==> src/rtl/cts_pkg.sv <==
// constants shared by the core timing and reset-state block
// assumes a single 10 MHz clock and a 32-bit apb register bus
package cts_pkg;
  // machine cycle phases, one clock each, four per machine cycle
  localparam logic [1:0] PH_FIRST = 2'h0;
  localparam logic [1:0] PH_FETCH = 2'h1;
  localparam logic [1:0] PH_LAST = 2'h3;
  localparam int PH_PER_MC = 4;
  // instruction length codes {bytes[1:0], machine cycles[2:0]}
  localparam logic [4:0] LEN_1_1 = {2'h1, 3'h1};
  localparam logic [4:0] LEN_2_2 = {2'h2, 3'h2};
  localparam logic [4:0] LEN_1_5 = {2'h1, 3'h5};
  localparam logic [4:0] LEN_3_4 = {2'h3, 3'h4};
  // opcodes
  localparam logic [7:0] OP_INCA = 8'h04;
  localparam logic [7:0] OP_DECA = 8'h14;
  localparam logic [7:0] OP_RRC = 8'h13;
  localparam logic [7:0] OP_ADDI = 8'h24;
  localparam logic [7:0] OP_RLC = 8'h33;
  localparam logic [7:0] OP_ADDCI = 8'h34;
  localparam logic [7:0] OP_MOVAI = 8'h74;
  localparam logic [7:0] OP_MOVRI = 8'h78;
  localparam logic [7:0] OP_DIV = 8'h84;
  localparam logic [7:0] OP_SUBBI = 8'h94;
  localparam logic [7:0] OP_MUL = 8'ha4;
  localparam logic [7:0] OP_CPLC = 8'hb3;
  localparam logic [7:0] OP_COMPARE_JUMP_NOT_EQUAL_AI = 8'hb4;
  localparam logic [7:0] OP_COMPARE_JUMP_NOT_EQUAL_AD = 8'hb5;
  localparam logic [7:0] OP_COMPARE_JUMP_NOT_EQUAL_HI = 8'hbf;
  localparam logic [7:0] OP_CLRC = 8'hc3;
  localparam logic [7:0] OP_SETBC = 8'hd3;
  localparam logic [7:0] OP_DA = 8'hd4;
  localparam logic [7:0] OP_MOVAR = 8'he8;
  // decimal adjust constants
  localparam logic [3:0] BCD_MAX = 4'h9;
  localparam logic [8:0] DA_LO = 9'h006;
  localparam logic [8:0] DA_HI = 9'h060;
  // program status word bits
  localparam int PSW_CY = 7;
  localparam int PSW_AC = 6;
  localparam int PSW_OV = 2;
  // watchdog control bits
  localparam int WD_POR = 6;
  localparam int WD_WATCHDOG_RESET_FLAG = 2;
  localparam int WD_EWT = 1;
  // reset values
  localparam logic [7:0] ZERO8 = 8'h00;
  localparam logic [7:0] SP_RST = 8'h07;
  localparam logic [7:0] PORT_RST = 8'hff;
  localparam logic [7:0] PMR_HARD = 8'h81;
  localparam logic [7:0] PMR_WDT_KEEP = 8'he0;
  localparam logic [7:0] PMR_WDT_SET = 8'h01;
  localparam logic [7:0] WD_POR_VAL = 8'h40;
  localparam logic [7:0] WD_EXT_KEEP = 8'h46;
  localparam logic [7:0] WD_WDT_KEEP = 8'h42;
  localparam logic [7:0] WD_WDT_SET = 8'h04;
  // sizes
  localparam int NPORT = 5;
  localparam logic [2:0] NPORT_IDX = 3'h5;
  localparam int NMISC = 16;
  // apb byte offsets
  localparam logic [7:0] OFF_ACC = 8'h00;
  localparam logic [7:0] OFF_B = 8'h04;
  localparam logic [7:0] OFF_PSW = 8'h08;
  localparam logic [7:0] OFF_SP = 8'h0c;
  localparam logic [7:0] OFF_DP0L = 8'h10;
  localparam logic [7:0] OFF_DP0H = 8'h14;
  localparam logic [7:0] OFF_DP1L = 8'h18;
  localparam logic [7:0] OFF_DP1H = 8'h1c;
  localparam logic [7:0] OFF_DPS = 8'h20;
  localparam logic [7:0] OFF_PMR = 8'h24;
  localparam logic [7:0] OFF_WDCTL = 8'h28;
  localparam logic [7:0] OFF_FSK = 8'h2c;
  localparam logic [7:0] OFF_TONE = 8'h30;
  localparam logic [7:0] OFF_CTRL = 8'h34;
  localparam logic [7:0] OFF_PC = 8'h38;
  localparam logic [2:0] RGN_PORT = 3'h2;
  localparam logic [2:0] RGN_DIR = 3'h3;
  localparam logic [1:0] RGN_MISC = 2'h2;
  localparam logic [1:0] ALIGN0 = 2'h0;
  typedef enum logic [1:0] {
    ST_OPC = 2'b01,
    ST_RUN = 2'b10
  } cts_state_t;
endpackage

==> src/rtl/cts_core.sv <==
// core sequencer, reduced alu and reset-state register file
// assumes synchronous program memory data by phase 3, apb master
// Behaviour
// (RL1) a machine cycle is exactly four system clocks
// (RL2) at most one code byte fetched per machine cycle
// (RL3) instructions keep standard semantics with this core's own cycle counts
// (RL4) inc and dec leave carry, overflow, auxiliary carry alone
// (RL5) add, addc, subb set all three; da, rotates, compare_jump_not_equal, carry ops carry only
// (RL6) mul and div clear carry, set overflow; setb/clr force carry
// (RL7) compare-jump-not-equal B4..BF: three bytes, four machine cycles
// (RL8) any reset: acc, b, status, psw to 00h, stack pointer 07h
// (RL9) any reset: both data pointers and select to 00h
// (RL10) any reset: five port latches and directions to ffh
// (RL11) any reset: interrupt, extended and high byte registers to 00h
// (RL12) any reset: clock controls, serial control and buffer to 00h
// (RL13) any reset: caller-id registers to 00h
// (RL14) fsk and tone data read the live detector state
// (RL15) all resets load the same values except power and watchdog regs
// (RL16) watchdog reset keeps power reg top three bits; others load 81h
// (RL17) watchdog reset sets reset flag; power-on clears; external keeps
// (RL18) power-on sets power-on flag, clears reset enable
`timescale 1ns/1ps
`default_nettype none
module cts_core (
  // clock and reset (reset is the power-on reset)
  input wire logic clk,
  input wire logic reset,
  // other reset sources
  input wire logic ext_rst_req,
  input wire logic wdt_rst_req,
  // program memory
  output logic [15:0] code_addr,
  output logic code_rd,
  input wire logic [7:0] code_data,
  // detection circuits
  input wire logic [7:0] fsk_detect,
  input wire logic [7:0] tone_detect,
  // ports
  output logic [cts_pkg::NPORT-1:0][7:0] port_latch,
  output logic [cts_pkg::NPORT-1:0][7:0] port_dir,
  // apb slave
  input wire logic psel,
  input wire logic penable,
  input wire logic pwrite,
  input wire logic [7:0] paddr,
  input wire logic [31:0] pwdata,
  output logic [31:0] prdata,
  output logic pready,
  output logic pslverr
);
  import cts_pkg::*;

  logic sreset;
  logic mc_end;
  logic fetch_need;
  logic [1:0] phase_q;
  cts_state_t st_q;
  logic [7:0] op_q, a1_q, a2_q;
  logic [1:0] bytes_left_q;
  logic [2:0] mc_left_q;
  logic idx_q;
  logic exec_q;
  logic [15:0] pc_q;
  logic [4:0] len;
  logic run_q;
  logic [7:0] acc_q, b_q, psw_q, sp_q, dps_q, pmr_q, watchdog_control_reg_q;
  logic [7:0] dp_q [4];
  logic [7:0] r_q [8];
  logic [7:0] misc_q [NMISC];
  logic [NPORT-1:0][7:0] port_q, dir_q;
  logic [7:0] acc_d, b_d, psw_d, lhs, rhs;
  logic [8:0] s9;
  logic [4:0] lo5;
  logic [15:0] prod;
  logic cin, br, rw_en;
  logic wr, rd_hit, err_q;
  logic [15:0] rd_val, rd_q;

  assign sreset = ext_rst_req | wdt_rst_req;
  assign mc_end = phase_q == PH_LAST;
  assign fetch_need = st_q == ST_OPC || bytes_left_q != 2'h0;
  assign code_rd = phase_q == PH_FETCH && fetch_need; // RL2
  assign code_addr = pc_q;
  assign port_latch = port_q;
  assign port_dir = dir_q;

  function automatic logic [4:0] op_len(input logic [7:0] o);
    if (o >= OP_COMPARE_JUMP_NOT_EQUAL_AI && o <= OP_COMPARE_JUMP_NOT_EQUAL_HI) return LEN_3_4; // RL7
    if (o == OP_MUL || o == OP_DIV) return LEN_1_5;
    if (o == OP_ADDI || o == OP_ADDCI || o == OP_SUBBI || o == OP_MOVAI) return LEN_2_2;
    if (o[7:3] == OP_MOVRI[7:3]) return LEN_2_2;
    return LEN_1_1;
  endfunction
  assign len = op_len(code_data);

  // machine-cycle sequencer and fetch
  always_ff @(posedge clk or posedge reset) begin
    if (reset) begin
      phase_q <= PH_FIRST;
      st_q <= ST_OPC;
      op_q <= ZERO8;
      a1_q <= ZERO8;
      a2_q <= ZERO8;
      bytes_left_q <= 2'h0;
      mc_left_q <= 3'h0;
      idx_q <= 1'b0;
      exec_q <= 1'b0;
      pc_q <= 16'h0000;
    end else if (sreset) begin
      phase_q <= PH_FIRST;
      st_q <= ST_OPC;
      op_q <= ZERO8;
      bytes_left_q <= 2'h0;
      mc_left_q <= 3'h0;
      idx_q <= 1'b0;
      exec_q <= 1'b0;
      pc_q <= 16'h0000;
    end else begin
      exec_q <= 1'b0;
      if (run_q || phase_q != PH_FIRST) begin
        phase_q <= phase_q + 2'h1; // RL1
      end
      if (exec_q && br) begin
        pc_q <= pc_q + {{8{a2_q[7]}}, a2_q};
      end else if (mc_end && fetch_need) begin
        pc_q <= pc_q + 16'h0001;
      end
      if (mc_end) begin
        unique case (st_q)
          ST_OPC: begin
            op_q <= code_data;
            bytes_left_q <= len[4:3] - 2'h1;
            mc_left_q <= len[2:0] - 3'h1;
            idx_q <= 1'b0;
            if (len[2:0] == 3'h1) begin
              exec_q <= 1'b1;
            end else begin
              st_q <= ST_RUN;
            end
          end
          ST_RUN: begin
            if (bytes_left_q != 2'h0) begin
              if (!idx_q) begin
                a1_q <= code_data;
              end else begin
                a2_q <= code_data;
              end
              idx_q <= 1'b1;
              bytes_left_q <= bytes_left_q - 2'h1;
            end
            mc_left_q <= mc_left_q - 3'h1;
            if (mc_left_q == 3'h1) begin
              exec_q <= 1'b1;
              st_q <= ST_OPC;
            end
          end
        endcase
      end
    end
  end

  // instruction execution
  always_comb begin
    s9 = 9'h000;
    lo5 = 5'h00;
    prod = 16'h0000;
    lhs = ZERO8;
    rhs = ZERO8;
    cin = 1'b0;
    acc_d = acc_q;
    b_d = b_q;
    psw_d = psw_q;
    br = 1'b0;
    rw_en = 1'b0;
    case (op_q) // RL3
      OP_INCA: acc_d = acc_q + 8'h01; // RL4
      OP_DECA: acc_d = acc_q - 8'h01; // RL4
      OP_ADDI, OP_ADDCI: begin
        cin = op_q == OP_ADDCI && psw_q[PSW_CY];
        s9 = {1'b0, acc_q} + {1'b0, a1_q} + {8'h00, cin};
        lo5 = {1'b0, acc_q[3:0]} + {1'b0, a1_q[3:0]} + {4'h0, cin};
        acc_d = s9[7:0];
        psw_d[PSW_CY] = s9[8]; // RL5
        psw_d[PSW_AC] = lo5[4];
        psw_d[PSW_OV] = acc_q[7] == a1_q[7] && s9[7] != acc_q[7];
      end
      OP_SUBBI: begin
        cin = psw_q[PSW_CY];
        s9 = {1'b0, acc_q} - {1'b0, a1_q} - {8'h00, cin};
        lo5 = {1'b0, acc_q[3:0]} - {1'b0, a1_q[3:0]} - {4'h0, cin};
        acc_d = s9[7:0];
        psw_d[PSW_CY] = s9[8]; // RL5
        psw_d[PSW_AC] = lo5[4];
        psw_d[PSW_OV] = acc_q[7] != a1_q[7] && s9[7] != acc_q[7];
      end
      OP_MUL: begin
        prod = acc_q * b_q;
        acc_d = prod[7:0];
        b_d = prod[15:8];
        psw_d[PSW_CY] = 1'b0; // RL6
        psw_d[PSW_OV] = |prod[15:8];
      end
      OP_DIV: begin
        psw_d[PSW_CY] = 1'b0; // RL6
        psw_d[PSW_OV] = b_q == ZERO8;
        if (b_q != ZERO8) begin
          acc_d = acc_q / b_q;
          b_d = acc_q % b_q;
        end
      end
      OP_DA: begin
        s9 = {1'b0, acc_q};
        if (acc_q[3:0] > BCD_MAX || psw_q[PSW_AC]) begin
          s9 = s9 + DA_LO;
        end
        if (s9[7:4] > BCD_MAX || s9[8] || psw_q[PSW_CY]) begin
          s9 = s9 + DA_HI;
        end
        acc_d = s9[7:0];
        psw_d[PSW_CY] = psw_q[PSW_CY] | s9[8]; // RL5
      end
      OP_RRC: begin
        acc_d = {psw_q[PSW_CY], acc_q[7:1]};
        psw_d[PSW_CY] = acc_q[0]; // RL5
      end
      OP_RLC: begin
        acc_d = {acc_q[6:0], psw_q[PSW_CY]};
        psw_d[PSW_CY] = acc_q[7]; // RL5
      end
      OP_CPLC: psw_d[PSW_CY] = !psw_q[PSW_CY]; // RL5
      OP_SETBC: psw_d[PSW_CY] = 1'b1; // RL6
      OP_CLRC: psw_d[PSW_CY] = 1'b0; // RL6
      OP_MOVAI: acc_d = a1_q;
      default: begin
        if (op_q >= OP_COMPARE_JUMP_NOT_EQUAL_AI && op_q <= OP_COMPARE_JUMP_NOT_EQUAL_HI) begin
          if (op_q <= OP_COMPARE_JUMP_NOT_EQUAL_AD) begin
            lhs = acc_q;
          end else if (op_q[3]) begin
            lhs = r_q[op_q[2:0]];
          end else begin
            lhs = r_q[r_q[{2'h0, op_q[0]}][2:0]];
          end
          rhs = op_q == OP_COMPARE_JUMP_NOT_EQUAL_AD ? r_q[a1_q[2:0]] : a1_q;
          psw_d[PSW_CY] = lhs < rhs; // RL5
          br = lhs != rhs;
        end else if (op_q[7:3] == OP_MOVRI[7:3]) begin
          rw_en = 1'b1;
        end else if (op_q[7:3] == OP_MOVAR[7:3]) begin
          acc_d = r_q[op_q[2:0]];
        end
      end
    endcase
    psw_d[0] = ^acc_d;
  end

  // accumulators, status word, stack pointer, data pointers
  always_ff @(posedge clk or posedge reset) begin
    if (reset) begin
      acc_q <= ZERO8;
      b_q <= ZERO8;
      psw_q <= ZERO8;
      sp_q <= SP_RST;
      for (int i = 0; i < 4; i++) begin
        dp_q[i] <= ZERO8;
      end
    end else if (sreset) begin
      acc_q <= ZERO8; // RL8
      b_q <= ZERO8;
      psw_q <= ZERO8;
      sp_q <= SP_RST;
      for (int i = 0; i < 4; i++) begin
        dp_q[i] <= ZERO8; // RL9
      end
    end else if (exec_q) begin
      acc_q <= acc_d;
      b_q <= b_d;
      psw_q <= psw_d;
    end
  end

  // working registers
  always_ff @(posedge clk or posedge reset) begin
    if (reset) begin
      for (int i = 0; i < 8; i++) begin
        r_q[i] <= ZERO8;
      end
    end else if (sreset) begin
      for (int i = 0; i < 8; i++) begin
        r_q[i] <= ZERO8;
      end
    end else if (exec_q && rw_en) begin
      r_q[op_q[2:0]] <= a1_q;
    end
  end

  assign wr = psel && penable && pwrite;

  // port latches and directions
  for (genvar k = 0; k < NPORT; k++) begin : g_port
    always_ff @(posedge clk or posedge reset) begin
      if (reset) begin
        port_q[k] <= PORT_RST;
        dir_q[k] <= PORT_RST;
      end else if (sreset) begin
        port_q[k] <= PORT_RST; // RL10
        dir_q[k] <= PORT_RST;
      end else if (wr && paddr[1:0] == ALIGN0 && paddr[4:2] == 3'(k)) begin
        if (paddr[7:5] == RGN_PORT) begin
          port_q[k] <= pwdata[7:0];
        end
        if (paddr[7:5] == RGN_DIR) begin
          dir_q[k] <= pwdata[7:0];
        end
      end
    end
  end

  // status, interrupt, clock, serial, caller-id registers (all 00h)
  for (genvar m = 0; m < NMISC; m++) begin : g_misc
    always_ff @(posedge clk or posedge reset) begin
      if (reset) begin
        misc_q[m] <= ZERO8;
      end else if (sreset) begin
        misc_q[m] <= ZERO8; // RL11 RL12 RL13
      end else if (wr && paddr[7:6] == RGN_MISC && paddr[5:2] == 4'(m) && paddr[1:0] == ALIGN0) begin
        misc_q[m] <= pwdata[7:0];
      end
    end
  end

  // data-pointer select and run control
  always_ff @(posedge clk or posedge reset) begin
    if (reset) begin
      dps_q <= ZERO8;
      run_q <= 1'b1;
    end else if (sreset) begin
      dps_q <= ZERO8; // RL9
      run_q <= 1'b1;
    end else if (wr) begin
      if (paddr == OFF_DPS) begin
        dps_q <= pwdata[7:0];
      end
      if (paddr == OFF_CTRL) begin
        run_q <= pwdata[0];
      end
    end
  end

  // reset-source dependent registers
  always_ff @(posedge clk or posedge reset) begin
    if (reset) begin
      pmr_q <= PMR_HARD;
      watchdog_control_reg_q <= WD_POR_VAL; // RL18
    end else if (wdt_rst_req) begin
      pmr_q <= (pmr_q & PMR_WDT_KEEP) | PMR_WDT_SET; // RL16
      watchdog_control_reg_q <= (watchdog_control_reg_q & WD_WDT_KEEP) | WD_WDT_SET; // RL17
    end else if (ext_rst_req) begin
      pmr_q <= PMR_HARD; // RL15
      watchdog_control_reg_q <= watchdog_control_reg_q & WD_EXT_KEEP; // RL17
    end else if (wr) begin
      if (paddr == OFF_PMR) begin
        pmr_q <= pwdata[7:0];
      end
      if (paddr == OFF_WDCTL) begin
        watchdog_control_reg_q <= pwdata[7:0];
      end
    end
  end

  // apb read decode
  always_comb begin
    rd_hit = 1'b1;
    rd_val = 16'h0000;
    if (paddr[1:0] != ALIGN0) begin
      rd_hit = 1'b0;
    end else if (paddr[7:5] == RGN_PORT && paddr[4:2] < NPORT_IDX) begin
      rd_val = {8'h00, port_q[paddr[4:2]]};
    end else if (paddr[7:5] == RGN_DIR && paddr[4:2] < NPORT_IDX) begin
      rd_val = {8'h00, dir_q[paddr[4:2]]};
    end else if (paddr[7:6] == RGN_MISC) begin
      rd_val = {8'h00, misc_q[paddr[5:2]]};
    end else begin
      case (paddr)
        OFF_ACC: rd_val = {8'h00, acc_q};
        OFF_B: rd_val = {8'h00, b_q};
        OFF_PSW: rd_val = {8'h00, psw_q};
        OFF_SP: rd_val = {8'h00, sp_q};
        OFF_DP0L: rd_val = {8'h00, dp_q[0]};
        OFF_DP0H: rd_val = {8'h00, dp_q[1]};
        OFF_DP1L: rd_val = {8'h00, dp_q[2]};
        OFF_DP1H: rd_val = {8'h00, dp_q[3]};
        OFF_DPS: rd_val = {8'h00, dps_q};
        OFF_PMR: rd_val = {8'h00, pmr_q};
        OFF_WDCTL: rd_val = {8'h00, watchdog_control_reg_q};
        OFF_FSK: rd_val = {8'h00, fsk_detect}; // RL14
        OFF_TONE: rd_val = {8'h00, tone_detect}; // RL14
        OFF_CTRL: rd_val = {15'h0000, run_q};
        OFF_PC: rd_val = pc_q;
        default: rd_hit = 1'b0;
      endcase
    end
  end

  // read data captured in the setup cycle
  always_ff @(posedge clk or posedge reset) begin
    if (reset) begin
      rd_q <= 16'h0000;
      err_q <= 1'b0;
    end else if (psel && !penable) begin
      rd_q <= pwrite ? 16'h0000 : rd_val;
      err_q <= !rd_hit;
    end
  end
  assign prdata = {16'h0000, rd_q};
  assign pready = psel && penable;
  assign pslverr = psel && penable && err_q;

  // clocks since opcode capture, for timing checks
  logic [7:0] since_op_q;
  always_ff @(posedge clk or posedge reset) begin
    if (reset) begin
      since_op_q <= 8'h00;
    end else if (mc_end && st_q == ST_OPC) begin
      since_op_q <= 8'h00;
    end else if (since_op_q != 8'hff) begin
      since_op_q <= since_op_q + 8'h01;
    end
  end
  // execute cycle is phase 0 of the fifth machine cycle, 12 edges after capture
  localparam logic [7:0] COMPARE_JUMP_NOT_EQUAL_CLKS = 8'(4 * PH_PER_MC - 4);
endmodule
`default_nettype wire

==> config.mk <==
export PLATFORM = sky130hd
export DESIGN_NAME = cts_core
export DESIGN_NICKNAME = d
export VERILOG_FILES = /design/src/rtl/cts_pkg.sv /design/src/rtl/cts_core.sv
export SDC_FILE = /design/constraint.sdc
export NUM_CORES = 1
export LEC_CHECK = 0
export BUFFER_PORTS_ARGS = -buffer_cell sky130_fd_sc_hd__buf_2
export CAP_MARGIN = 20
export CORE_MARGIN = 2
export CORE_UTILIZATION = 45
export CTS_BUF_LIST = sky130_fd_sc_hd__clkbuf_16
export CTS_CLUSTER_DIAMETER = 60
export DETAILED_ROUTE_END_ITERATION = 8
export PLACE_DENSITY = 0.69
export SLEW_MARGIN = 20
export SYNTH_ARGS = -nofsm -noshare
export SYNTH_HDL_FRONTEND = slang
export SYNTH_SLANG_ARGS = --single-unit
==> constraint.sdc <==
create_clock -name clk -period 10.3 [get_ports clk]
set_input_delay 0.515 -clock clk [delete_from_list [all_inputs] [get_ports clk]]
set_output_delay 0.515 -clock clk [all_outputs]
set_load 0.005 [all_outputs]
# Word-level counts from Yosys, hierarchy flattened

Cells that the tools add are included.

Logic and storage cells: 520
Input port bits: 71
Output and inout bits: 131
Flip-flop bits (word level): 389

Div/mod/pow operators: 2
Multiply operators: 1
Order comparisons: 16
Equal/unequal tests: 77
Add/subtract/negate cells: 19
Multiplexer cells: 181
Bitwise operators: 11
Reductions and logical operators: 153

Operators by type and width:

| cell                    | count |
|---|---|
| $mux W8                 | 94 |
| $pmux W16 S11           | 1 |
| $bmux W8 S3             | 6 |
| $mux W16                | 8 |
| $mux W64                | 2 |
| $eq A8 B6 Y1 const B    | 12 |
| $eq A8 B8 Y1 const B    | 11 |
| $pmux W8 S11            | 1 |
| $reduce_bool A2 Y1      | 38 |
| $bwmux W64              | 1 |
| $logic_and A1 B1 Y1     | 55 |
| $eq A8 B5 Y1 const B    | 6 |
| $mux W5                 | 9 |
| $mux W9                 | 4 |
| $reduce_and A2 Y1       | 18 |
| $bmux W8 S4             | 1 |
| $eq A4 B4 Y1 const B    | 8 |
| $mux W1                 | 31 |
| $demux W8 S3            | 1 |
| $le A8 B8 Y1 const B    | 3 |
| $mux W2                 | 9 |
| $reduce_bool A3 Y1      | 6 |
| $add A16 B1 Y16 const B | 1 |
| $add A16 B16 Y16        | 1 |
| other kinds (74)        | 133 |

# Logic depth before layout (Yosys ltp)

Depth after elaboration: 19
Depth in mapped cells: 52

# Worst setup path before layout

No wires, ideal clock.

Path type: register to register
Start: register b_q[0]
End: register psw_q[0]
Clock period less this slack: 11.101 ns
Cell stages (with the launch flop): 46
Buffers on the path: 1
Arrival time: 10.969 ns
Required time: 10.168 ns
Slack: -0.801 ns
Cell sequence: dfrtp_1 > inv_1 > ha_1 > a41oi_1 > a41oi_1 > ha_1 > o21a_1 > o211ai_1 > mux2_2 > ha_1 > o21a_1 > o211ai_1 > mux2_2 > ha_1 > a21oi_1 > a21boi_0 > o21ai_1 > mux2_2 > (+10 left out) > mux2_2 > ha_1 > o21a_1 > o211ai_1 > nand2_1 > a41oi_1 > mux2_2 > ha_1 > nor2b_1 > o31ai_1 > a21oi_1 > o221ai_1 > o2111a_1 > xnor2_1 > xnor2_1 > xnor3_1 > mux2i_1 > nor2_1

Word-level cells in the longest chain between the ends: 6
Elaborated cells between the ends (all ways): 8

RTL lines:

| element                                             | RTL line                         | source |
|---|---|---|
| start: declaration                                  | cts_core.sv:66                   | `logic [7:0] acc_q, b_q, psw_q, sp_q, dps_q, pmr_q, watchdog_control_reg_q;` |
| start signal: assignment                            | cts_core.sv:260                  | `b_q <= ZERO8;` |
| start signal: assignment                            | cts_core.sv:268                  | `b_q <= ZERO8;` |
| start signal: assignment                            | cts_core.sv:276                  | `b_q <= b_d;` |
| $div A8 B8 Y8 or $reduce_bool A8 Y1 (tied branches) | cts_core.sv:207, cts_core.sv:206 |  |
| $mux W8                                             | cts_core.sv:206                  | `if (b_q != ZERO8) begin` |
| $pmux W8 S11 (*)                                    | cts_core.sv:175                  | `case (op_q)` |
| $reduce_xor A8 Y1 (*)                               | cts_core.sv:253                  | `psw_d[0] = ^acc_d;` |
| $mux W8 (*)                                         | cts_core.sv:274                  | `end else if (exec_q) begin` |
| $mux W8 (*)                                         | cts_core.sv:266                  | `end else if (sreset) begin` |
| end signal: assignment                              | cts_core.sv:277                  | `psw_q <= psw_d;` |
| end: declaration                                    | cts_core.sv:66                   |  |

Every way passes the cells marked *; elsewhere a longest branch is shown, timed or not. The select of a mux whose other input is x is not followed.
A chain may end at the register's enable or synchronous reset.

# Final worst setup path

Start: register b_q[5]
End: register psw_q[0]

Same word-level chain as after synthesis.

==> qor.txt <==
status -> finished, violations left
failing checks -> setup timing
Distinct cells, synth -> 99
CTS tree -> built
DR pass1 iterations -> 6
maxcap violations -> 0
GRT overflow -> 0
Worst Path Arrival -> 10.77 ns
Yosys reg bits -> 385
Mapped Cells -> 2,857
Synth Area in Compound Gates -> 15.08%
routability cong. -> 0.9992
Worst R2R Setup Slack -> -0.02 ns
dpl hpwl -> 60.17 mm
core box area -> 0.05902 mm²
reg-to-reg endpoint -> psw_q[0]$_DFFE_PP0P_
num rows -> 89
synthesized area -> 0.02687 mm²
Simple-Gate Fraction of Synth Area -> 16.77%
Skew-Pair Late Insertion Delay -> 0.60 ns
CP most frequent cell -> o21a_1
CP Capture Type -> flip-flop
Power Density -> 116.0 mW/mm²
setup violators final -> 1
Detailed Route WL -> 87.61 mm
vias in the first global route -> 23.62k
largest family of logic cells by synthesized area -> simple AND/OR/NAND/NOR gates
worst path bufs/invs -> 3
largest net degree at the start of global routing -> 211
P&R area growth vs syn -> 14.75%
Mean Syn Cell Area -> 9.406 µm²
Critical Path Fanout Max -> 3
crit share post-route -> 100.2%
clk_skew -> 0.02906 ns
H-tree Lvls -> 2
root buf cell -> clkbuf_16
Die X -> 248.4 µm
Post-Layout Cell Count -> 3,817
FF-to-FF path depth -> 50
Leakage Power -> 13.57 nW
Cell Count Post-Placement -> 3,698
share of layout cells above drive strength 1 -> 21.80%
synth warn -> 0
critical path required time -> 10.76 ns
Seq pwr share -> 45.1%
Slowest-stage cell, CP -> dfrtp_1
Slew @ Worst Pin -> 1.113 ns
Final ANT Viol Nets -> 0
CP Class -> flip-flop to flip-flop
post-synthesis xor/xnor area fraction -> 2.253%
startpoint types -> flip-flop
Hold WC Path Type -> input pin to async pin
drc violations -> 0
EDFF count, synth -> 0
Clock Path Buffers -> 3
final core occ -> 52.25%
switching share of power -> 26.06%
total CTS buffers -> 48
delay-heaviest family, CP -> compound AO/OA/AOI/OAI gates
global-route wire length before repair -> 136.0 mm
Fmax -> 96.92 MHz
Initial Util -> 45.53%
Adder-Cell Fraction of Synth Area -> 9.573%
Worst VDD drop -> 0.1542 mV
most frequent cells in the layout -> 383 x nand2_1, 298 x dfrtp_1, 295 x nor2_1, 170 x a21oi_1, 160 x buf_2
RSZ-0062 raised after global routing -> yes
I/O Buffers -> 161
initial drt markers -> 2,250
clock share of power -> 47.1%
Tot GR Track Use -> 28.17%
combinational share of power -> 7.8%
asr flop ratio synth -> 100.0%
top_reg_cell synth -> dfrtp_1
total number of vias -> 23.60k
post-layout min period -> 10.32 ns
vias per cell -> 6.182
Hold Vio Cnt, Final -> 0
pre-CTS setup slack -> -0.5276 ns
Slew Viols, Final -> 0
Pint -> 2.646 mW
clock sink total -> 385
post-synthesis mux area share -> 14.94%
Clk pin slew, worst setup/hold paths -> 0.06 ns
die area -> 0.06169 mm²
detail-routed net length per standard cell -> 22.95 µm
sequential element share of the synthesized area -> 36.25%
crit-path max cell delay -> 0.40 ns
Rel. slew slack -> 24.34%
Post-CTS Hold Fix Bufs -> 0
reg2reg start -> b_q[5]$_DFFE_PP0P_
final setup margin -> -0.01798 ns
commonest non-fill, non-tap cell in the layout -> nand2_1
initial antenna violation count -> 5
Psw -> 932.6 µW
final net count -> 3,251
Fillers -> 5,266
I/O pin cnt -> 202
die height -> 248.4 µm
cell families after synthesis:
kind of cell    Yosys count
buf+inv                 327
flops                   385
other cells               1
mux                     286
compound gates          620
simple gates            992
xor+xnor                 66
fa+ha+maj               180
metrics by stage:
step	power, mW	instance area (µm²)	TNS, ns	hold slack (ns)
after floorplan	1.792	26970	-0.1476	0.4418
after CTS	3.597	30490	0	0.1322
final	3.578	30840	-0.01798	0.1098
after global routing	3.697	30830	-2.240	0.1700
after global placement	1.904	28640	-0.05056	0.4723
after detailed placement	1.911	28640	-2.238	0.4804
worst max path at each step:
| stage | startpoint | endpoint | slack, ns | depth (start not counted) |
|---|---|---|---|---|
| CTS | b_q[7]$_DFFE_PP0P_ | psw_q[0]$_DFFE_PP0P_ | 0.004 | 49 |
| finish | b_q[5]$_DFFE_PP0P_ | psw_q[0]$_DFFE_PP0P_ | -0.02 | 50 |
| global placement | b_q[5]$_DFFE_PP0P_ | b_q[7]$_DFFE_PP0P_ | -0.05 | 49 |
| global route | b_q[5]$_DFFE_PP0P_ | psw_q[0]$_DFFE_PP0P_ | -0.49 | 50 |
| floorplan | b_q[0]$_DFFE_PP0P_ | psw_q[0]$_DFFE_PP0P_ | -0.15 | 45 |
| detailed placement | b_q[5]$_DFFE_PP0P_ | b_q[7]$_DFFE_PP0P_ | -0.53 | 49 |
area by class of cell:
class,instances,area [µm²],area share (%)
inverters,118,446.7,1.449
clock buffers,49,1226,3.976
diodes,3,7.507,0.02434
well taps,773,967.2,3.136
repair buffers,288,1833,5.944
multi-input cells,2160,16260,52.71
clock inverters,41,357.8,1.160
flip-flops and latches,385,9743,31.60
cells in the mapped netlist (23+ instances only):
cell type	instances	area [µm²]
dfrtp_1	300	7507
a22o_1	37	324.1
nor3_1	45	225.2
clkbuf_1	147	551.8
o21a_1	23	172.7
o21ai_0	148	740.7
mux2i_1	157	1572
ha_1	136	1702
dfstp_2	85	2233
mux2_2	41	461.7
fa_1	43	860.8
nor2_1	299	1122
nand3_1	107	535.5
nand2_1	383	1438
inv_1	111	416.7
a22oi_1	24	180.2
mux4_2	88	1982
a221oi_1	26	227.7
a21oi_1	175	875.8
xnor2_1	45	394.1
layer usage:
layer  track usage [%]  wire length [µm]  vias to the layer above
met5                 0                49                        -
li1                  -                 -                    10500
met4             10.94              3582                        8
met1             37.94             35560                    11770
met3             5.301              7290                      235
met2             45.05             41130                     1082
repair_timing:
item / CTS / global route
gates cloned: 0 / 0
gates resized for setup: 34 / 41
setup buffers: 14 / 12
endpoints found under the hold margin: 0 / 0
pin swaps: 23 / 44
setup endpoints to repair: 9 / 10
power by group through the flow:
stage	clock network, mW	logic (mW)	registers [mW]
2_1_floorplan	0	0.160	1.63
3_3_place_gp	0	0.270	1.63
3_5_place_dp	0	0.275	1.64
4_1_cts	1.71	0.277	1.61
5_1_grt	1.77	0.307	1.62
6_report	1.69	0.280	1.61
state kept, by name (all words and copies together) (netlist names), 16 cells and up:
register / flops
code_addr: 16
port_latch: 40
misc_q: 128
port_dir: 40
r_q: 64
rd_q: 16
(Power assumes the default switching activity.)
